### config.mk
export PLATFORM = sky130hd
export DESIGN_NAME = eqt_rom
export DESIGN_NICKNAME = d
export VERILOG_FILES = /design/src/eqt_rom.v
export VERILOG_INCLUDE_DIRS = /design/src
export SDC_FILE = /design/constraint.sdc
export NUM_CORES = 1
export LEC_CHECK = 0
export BUFFER_PORTS_ARGS = -buffer_cell sky130_fd_sc_hd__buf_4
export CAP_MARGIN = 20
export CORE_ASPECT_RATIO = 0.5
export CORE_MARGIN = 10
export CORE_UTILIZATION = 47
export CTS_BUF_LIST = sky130_fd_sc_hd__clkbuf_8 sky130_fd_sc_hd__clkbuf_16
export DETAILED_ROUTE_END_ITERATION = 12
export PLACE_DENSITY = 0.8
export SLEW_MARGIN = 20
export SYNTH_ARGS = -nofsm -noshare
export SYNTH_HDL_FRONTEND = slang
export SYNTH_SLANG_ARGS = --single-unit
### constraint.sdc
create_clock -name hclk -period 1.8 [get_ports hclk]
set_input_delay 0.36 -clock hclk [delete_from_list [all_inputs] [get_ports hclk]]
set_output_delay 0.36 -clock hclk [all_outputs]
set_load 0.01 [all_outputs]
### src/eqt_map.vh
`ifndef EQT_MAP_VH
`define EQT_MAP_VH

// ****************************************************************
// register indices (byte address = index * 4)
// ****************************************************************
`define EQT_IDX_W             7
`define EQT_IDX_CTRL          7'h00
`define EQT_IDX_STATUS        7'h01
`define EQT_IDX_EXT_POINTER   7'h15
`define EQT_IDX_SIG_FIRST     7'h39
`define EQT_IDX_SIG_SECOND    7'h3A
`define EQT_IDX_SIG_THIRD     7'h3B
`define EQT_IDX_VER_MAJOR     7'h3C
`define EQT_IDX_VER_MINOR     7'h3D
`define EQT_IDX_FEAT_BYTE0    7'h3E
`define EQT_IDX_FEAT_BYTE1    7'h3F
`define EQT_IDX_FEAT_BYTE2    7'h40
`define EQT_IDX_FEAT_BYTE3    7'h41
`define EQT_IDX_AFTER_SUSP    7'h42
`define EQT_IDX_BLK_STAT_LO   7'h43
`define EQT_IDX_BLK_STAT_HI   7'h44
`define EQT_IDX_VDD_OPT       7'h45
`define EQT_IDX_VPP_OPT       7'h46

// ****************************************************************
// table contents
// ****************************************************************
`define EQT_VAL_EXT_POINTER   8'h39
`define EQT_VAL_SIG_FIRST     8'h50
`define EQT_VAL_SIG_SECOND    8'h52
`define EQT_VAL_SIG_THIRD     8'h49
`define EQT_VAL_VER_MAJOR     8'h31
`define EQT_VAL_VER_MINOR     8'h33
`define EQT_VAL_FEAT_BYTE0    8'hE6
`define EQT_VAL_FEAT_BYTE1    8'h03
`define EQT_VAL_FEAT_BYTE2    8'h00
`define EQT_VAL_FEAT_BYTE3    8'h00
`define EQT_VAL_AFTER_SUSP    8'h01
`define EQT_VAL_BLK_STAT_LO   8'h03
`define EQT_VAL_BLK_STAT_HI   8'h00
`define EQT_VAL_VDD_OPT       8'h18
`define EQT_VAL_VPP_OPT       8'hC0

// ****************************************************************
// control and status fields
// ****************************************************************
`define EQT_CTRL_QUERY_EN_BIT 0
`define EQT_CTRL_RESET        1'b1
`define EQT_HIGH_ADDR_MSB     31
`define EQT_HIGH_ADDR_LSB     9

`endif

### src/eqt_rom.v
// Chosen here: the AHB-Lite register port.
`timescale 1ns/10ps
`include "eqt_map.vh"

module eqt_rom (
  input  wire        hclk,
  input  wire        hresetn,
  input  wire        hsel,
  input  wire [31:0] haddr,
  input  wire [1:0]  htrans,
  input  wire        hwrite,
  input  wire [2:0]  hsize,
  input  wire [31:0] hwdata,
  input  wire        hready,
  output wire        hreadyout,
  output wire        hresp,
  output wire [31:0] hrdata
);

  // ****************************************************************
  // address phase decode
  // ****************************************************************
  wire                   access_go;
  wire                   addr_high_zero;
  wire [`EQT_IDX_W-1:0]  idx;

  assign access_go      = hsel & hready & htrans[1];
  assign addr_high_zero = (haddr[`EQT_HIGH_ADDR_MSB:`EQT_HIGH_ADDR_LSB] == 23'h00_0000);
  assign idx            = haddr[`EQT_HIGH_ADDR_LSB-1:2];

  // zero wait states: every answer lands in the first data-phase cycle
  assign hreadyout = 1'b1;
  assign hresp     = 1'b0;

  reg                   ctrl_query_en_q;
  reg [15:0]            hit_count_q;
  reg [31:0]            hrdata_q;
  reg                   wr_pend_q;
  reg [`EQT_IDX_W-1:0]  wr_idx_q;

  // ****************************************************************
  // table lookup
  // ****************************************************************
  reg [7:0] table_byte;
  reg       table_hit;

  always @* begin
    table_hit  = 1'b1;
    table_byte = 8'h00;
    case (idx)
      `EQT_IDX_EXT_POINTER: table_byte = `EQT_VAL_EXT_POINTER;
      `EQT_IDX_SIG_FIRST:   table_byte = `EQT_VAL_SIG_FIRST;
      `EQT_IDX_SIG_SECOND:  table_byte = `EQT_VAL_SIG_SECOND;
      `EQT_IDX_SIG_THIRD:   table_byte = `EQT_VAL_SIG_THIRD;
      `EQT_IDX_VER_MAJOR:   table_byte = `EQT_VAL_VER_MAJOR;
      `EQT_IDX_VER_MINOR:   table_byte = `EQT_VAL_VER_MINOR;
      // feature bits 1,2,5,6,7 in byte0; 8,9 in byte1
      `EQT_IDX_FEAT_BYTE0:  table_byte = `EQT_VAL_FEAT_BYTE0;
      `EQT_IDX_FEAT_BYTE1:  table_byte = `EQT_VAL_FEAT_BYTE1;
      `EQT_IDX_FEAT_BYTE2:  table_byte = `EQT_VAL_FEAT_BYTE2;
      `EQT_IDX_FEAT_BYTE3:  table_byte = `EQT_VAL_FEAT_BYTE3;
      `EQT_IDX_AFTER_SUSP:  table_byte = `EQT_VAL_AFTER_SUSP;
      `EQT_IDX_BLK_STAT_LO: table_byte = `EQT_VAL_BLK_STAT_LO;
      `EQT_IDX_BLK_STAT_HI: table_byte = `EQT_VAL_BLK_STAT_HI;
      `EQT_IDX_VDD_OPT:     table_byte = `EQT_VAL_VDD_OPT;
      `EQT_IDX_VPP_OPT:     table_byte = `EQT_VAL_VPP_OPT;
      default:              table_hit  = 1'b0;
    endcase
  end

  // ****************************************************************
  // read data mux
  // ****************************************************************
  reg [31:0] rdata_d;

  always @* begin
    rdata_d = 32'h0000_0000;
    if (addr_high_zero) begin
      if (idx == `EQT_IDX_CTRL) begin
        rdata_d[`EQT_CTRL_QUERY_EN_BIT] = ctrl_query_en_q;
      end else if (idx == `EQT_IDX_STATUS) begin
        rdata_d[15:0] = hit_count_q;
      end else if (table_hit && ctrl_query_en_q) begin
        rdata_d = {24'h00_0000, table_byte};
      end
    end
  end

  // ****************************************************************
  // bus registers
  // ****************************************************************
  // write data arrives a cycle after the address, so the index is held
  always @(posedge hclk or negedge hresetn) begin
    if (!hresetn) begin
      ctrl_query_en_q <= `EQT_CTRL_RESET;
      hit_count_q     <= 16'h0000;
      hrdata_q        <= 32'h0000_0000;
      wr_pend_q       <= 1'b0;
      wr_idx_q        <= 7'h00;
    end else begin
      if (hready) begin
        wr_pend_q <= access_go & hwrite & addr_high_zero;
        wr_idx_q  <= idx;
      end
      if (access_go && !hwrite) begin
        hrdata_q <= rdata_d;
        // table reads only count while query mode is on
        if (addr_high_zero && table_hit && ctrl_query_en_q) begin
          hit_count_q <= hit_count_q + 16'h0001;
        end
      end
      if (wr_pend_q && (wr_idx_q == `EQT_IDX_CTRL)) begin
        ctrl_query_en_q <= hwdata[`EQT_CTRL_QUERY_EN_BIT];
      end
    end
  end

  assign hrdata = hrdata_q;

endmodule // eqt_rom

==> report_table.html <==
<table>
<tr><th>Metric</th><th>Value</th></tr>
<tr><th colspan="2">STA</th></tr>
<tr><td>Share of the cycle needed by the critical path after routing</td><td>95.4%</td></tr>
<tr><td>Setup-failing EPs final</td><td>0</td></tr>
<tr><td>Fmax achieved</td><td>582 MHz</td></tr>
<tr><td>Max_slew headroom</td><td>66.2%</td></tr>
<tr><td>Setup repair after global routing missed its margin</td><td>false</td></tr>
<tr><td>Post-Route Hold Slack</td><td>27.2 ps</td></tr>
<tr><td>Post-Route Skew</td><td>2.57 ps</td></tr>
<tr><td>Worst setup slack after layout</td><td>82.0 ps</td></tr>
<tr><td>Number of pins exceeding their max-slew limit in the final report</td><td>0</td></tr>
<tr><td>Shortest period the worst path allows</td><td>1720 ps</td></tr>
<tr><td>Worst slew pin tran</td><td>506 ps</td></tr>
<tr><td>Total negative setup slack</td><td>0 ps</td></tr>
<tr><td>Count of final hold-check violations</td><td>0</td></tr>
<tr><th colspan="2">Status</th></tr>
<tr><td>Run status</td><td>finished clean</td></tr>
<tr><th colspan="2">Flow run</th></tr>
<tr><td>Max-cap viol count</td><td>0</td></tr>
<tr><th colspan="2">Cells and area</th></tr>
<tr><td>Register Area</td><td>0.00103 mm^2</td></tr>
<tr><td>Leading cell type in the layout, fill and taps excluded</td><td>sky130_fd_sc_hd__buf_4</td></tr>
<tr><td>Highest-count cells in the layout ignoring fill and taps</td><td>sky130_fd_sc_hd__buf_4, sky130_fd_sc_hd__dfrtp_1, sky130_fd_sc_hd__conb_1</td></tr>
<tr><td>End-of-flow core utilization</td><td>66.4%</td></tr>
<tr><td>Synth-to-Final Area Change</td><td>30.9%</td></tr>
<tr><td>FILL cells</td><td>390</td></tr>
<tr><td>Antenna fix cells</td><td>0</td></tr>
<tr><td>Area of combinational cells with multiple inputs</td><td>0.00118 mm^2</td></tr>
<tr><td>Proportion of layout cells with a drive suffix above 1</td><td>38.2%</td></tr>
<tr><td>Post-Layout Cell Count</td><td>367</td></tr>
<tr><td>Net total in the final layout</td><td>376</td></tr>
<tr><th colspan="2">Logic synthesis</th></tr>
<tr><td>Post-synthesis sequential area ratio</td><td>44.1%</td></tr>
<tr><td>Library cells used by synthesis</td><td>50</td></tr>
<tr><td>Yosys warning total</td><td>0</td></tr>
<tr><td>Flip-flop cell with the highest count after synthesis</td><td>sky130_fd_sc_hd__dfrtp_1</td></tr>
<tr><td>Seq cells post-synth</td><td>41</td></tr>
<tr><td>Async SR Flop Fraction</td><td>100%</td></tr>
<tr><td>Cell Area, Synth</td><td>0.00233 mm^2</td></tr>
<tr><td>Post-synthesis average cell area</td><td>10.4 um^2</td></tr>
<tr><td>Largest cells by area after synthesis</td><td>sky130_fd_sc_hd__dfrtp_1, sky130_fd_sc_hd__buf_4, sky130_fd_sc_hd__xnor2_1</td></tr>
<tr><td>EDFF count, synth</td><td>0</td></tr>
<tr><td>Mapped Cells</td><td>225</td></tr>
<tr><td>Library cell occupying the most area in the post-synthesis netlist</td><td>sky130_fd_sc_hd__dfrtp_1</td></tr>
<tr><td>Synth top area share</td><td>42.9%</td></tr>
<tr><th colspan="2">Route</th></tr>
<tr><td>DRC violations left</td><td>0</td></tr>
<tr><td>Total vias in the final route</td><td>1,991</td></tr>
<tr><td>Post-route antenna net violation count</td><td>0</td></tr>
<tr><td>Met1 wire length</td><td>2.64 mm</td></tr>
<tr><td>Met3 Wirelength</td><td>402 um</td></tr>
<tr><td>Iteration count of the initial detailed-routing pass</td><td>4</td></tr>
<tr><td>Routed vias/inst</td><td>5.43</td></tr>
<tr><td>WL/cell</td><td>16.7 um</td></tr>
<tr><td>Max layer used</td><td>met4</td></tr>
<tr><td>Violation count after the first detailed-route iteration</td><td>120</td></tr>
<tr><td>Final Routed Wirelength</td><td>6.12 mm</td></tr>
<tr><td>Metal2 WL</td><td>3.01 mm</td></tr>
<tr><th colspan="2">Clock tree</th></tr>
<tr><td>H-tree depth</td><td>2</td></tr>
<tr><td>Clock-pin transition on the worst setup and hold timing paths</td><td>80 ps</td></tr>
<tr><td>Number of buffers inserted during clock tree synthesis</td><td>5</td></tr>
<tr><td>CTS root buffer</td><td>sky130_fd_sc_hd__clkbuf_8</td></tr>
<tr><td>Clock Tree Buf Depth</td><td>2</td></tr>
<tr><td>Post-cts hold buffer count</td><td>0</td></tr>
<tr><td>TritonCTS Sinks</td><td>41</td></tr>
<tr><td>CTS tree</td><td>built</td></tr>
<tr><td>Insertion delay of the later-clocked pin in the worst-skew pair</td><td>300 ps</td></tr>
<tr><th colspan="2">Critical path</th></tr>
<tr><td>Worst r2r path cells</td><td>5</td></tr>
<tr><td>CP startpoint kind</td><td>input pin</td></tr>
<tr><td>Reg2reg setup slack</td><td>220 ps</td></tr>
<tr><td>Worst Path Max Fanout</td><td>5</td></tr>
<tr><td>Data arrival time of the critical path</td><td>1920 ps</td></tr>
<tr><td>Crit Reg-Reg Startpoint</td><td>hit_count_q[2]</td></tr>
<tr><td>CP Data Required Time</td><td>2000 ps</td></tr>
<tr><td>Category of the worst setup path capture point</td><td>register</td></tr>
<tr><td>Crit Reg-Reg Endpoint</td><td>hit_count_q[15]</td></tr>
<tr><td>Crit Path Category</td><td>in -&gt; reg</td></tr>
<tr><th colspan="2">Global routing</th></tr>
<tr><td>Vias in the first global route</td><td>2,018</td></tr>
<tr><td>Largest net degree at the start of global routing</td><td>42</td></tr>
<tr><td>Antenna violations before repair</td><td>0</td></tr>
<tr><td>Global-route wire length before repair</td><td>9.79 mm</td></tr>
<tr><td>Global router's overall resource usage</td><td>14.0%</td></tr>
<tr><td>GR Overflow Total</td><td>0</td></tr>
<tr><th colspan="2">Floorplan</th></tr>
<tr><td>Placement Rows</td><td>17</td></tr>
<tr><td>Total die area</td><td>0.00835 mm^2</td></tr>
<tr><td>Core ar.</td><td>0.00459 mm^2</td></tr>
<tr><td>Effective utilization at floorplan</td><td>50.7%</td></tr>
<tr><td>Die width</td><td>120 um</td></tr>
<tr><td>Num ports</td><td>108</td></tr>
<tr><td>Die Span Y</td><td>69.8 um</td></tr>
<tr><th colspan="2">Power and ir drop</th></tr>
<tr><td>Largest voltage drop on the vdd net</td><td>0.000390 V</td></tr>
<tr><td>Static leakage power</td><td>0.00139 uW</td></tr>
<tr><td>Pwr Density</td><td>590 mW/mm^2</td></tr>
<tr><th colspan="2">Placed design</th></tr>
<tr><td>Buffers on Ports</td><td>52</td></tr>
<tr><td>Cell count after placement</td><td>358</td></tr>
<tr><td>Half-perimeter wire length of the detailed placement result</td><td>4.70 mm</td></tr>
<tr><td>Global placement routability congestion</td><td>0.836</td></tr>
<tr><td>Pre-CTS setup slack</td><td>-236 ps</td></tr>
<tr><th colspan="2">Hold path</th></tr>
<tr><td>HP Class</td><td>in -&gt; async</td></tr>
</table>
-- sequential cells by signal (all words and copies together), names as in the netlist --
name,count
wr_idx_q,7
hit_count_q,16
wr_pend_q,1
ctrl_query_en_q,1
hrdata,16
-- stage by stage --
step / area [um^2] / total power [uW]
2_1_floorplan: 2440 / 1090
3_3_place_gp: 2940 / 1180
3_5_place_dp: 2940 / 1190
4_1_cts: 3030 / 1810
5_1_grt: 3050 / 1890
6_report: 3050 / 1800
-- cell type report --
class / count / share of cell area [%]
multi-input combinational: 164 / 38.7
sequential: 41 / 33.7
timing repair buffer: 84 / 21.4
clock buffer: 6 / 2.71
tap: 66 / 2.71
inverter: 5 / 0.615
clock inverter: 1 / 0.246
-- timing repair --
item,CTS,global route
buffers inserted,0,1
hold endpoints to repair,0,0
setup endpoints to repair,0,3
gates resized for setup,0,4
-- synthesized netlist by cell type (all sizes together) (8+ instances only) --
master	count
a22o	9
nor2	9
xnor2	15
nor4	9
mux2	9
a22oi	8
nand2	11
o21ai	10
buf	27
dfrtp	40
o2111ai	8
-- per-layer routing --
metal  GRT usage [%]  vias up
li1                -      954
met3            4.29        5
met4            5.00        0
met2            24.0       58
met5               0        -
met1            16.1      974
-- cells by family (layout without fill, tap and decap cells) --
logic type | after synthesis | after routing | synth area share (%)
adder cells (fa/ha/maj) | 1 | 1 | 0.537
multiplexers | 9 | 9 | 4.35
other | 2 | 18 | 0.322
flip-flops | 41 | 41 | 44.1
XOR/XNOR | 16 | 16 | 6.01
AND/OR/NAND/NOR | 66 | 66 | 16.5
AO/OA/AOI/OAI | 54 | 54 | 18.0
buffers and inverters | 36 | 96 | 10.1
-- how the worst max path moves through the flow --
stage	startpoint	endpoint	slack, ps	depth (start not counted)
after floorplan	haddr[5]	hit_count_q[1]	-60	6
after global placement	haddr[5]	hit_count_q[9]	-190	7
after detailed placement	haddr[5]	hrdata[6]	-240	7
after CTS	haddr[5]	hrdata[1]	70	7
after global routing	hit_count_q[2]	hit_count_q[14]	20	5
final	haddr[5]	hrdata[1]	80	7
-- critical path, stage by stage --
cell and delay (ps):
sky130_fd_sc_hd__buf_4 120, sky130_fd_sc_hd__or4b_4 580, sky130_fd_sc_hd__nor2_4 100, sky130_fd_sc_hd__o311a_4 280, sky130_fd_sc_hd__buf_4 160, sky130_fd_sc_hd__nor2_2 60
sky130_fd_sc_hd__o31ai_1 250
-- power breakdown --
group,internal (uW),switching [uW]
combinational,109,110
sequential,939,11.0
clock,303,328
(Power assumes the default switching activity.)
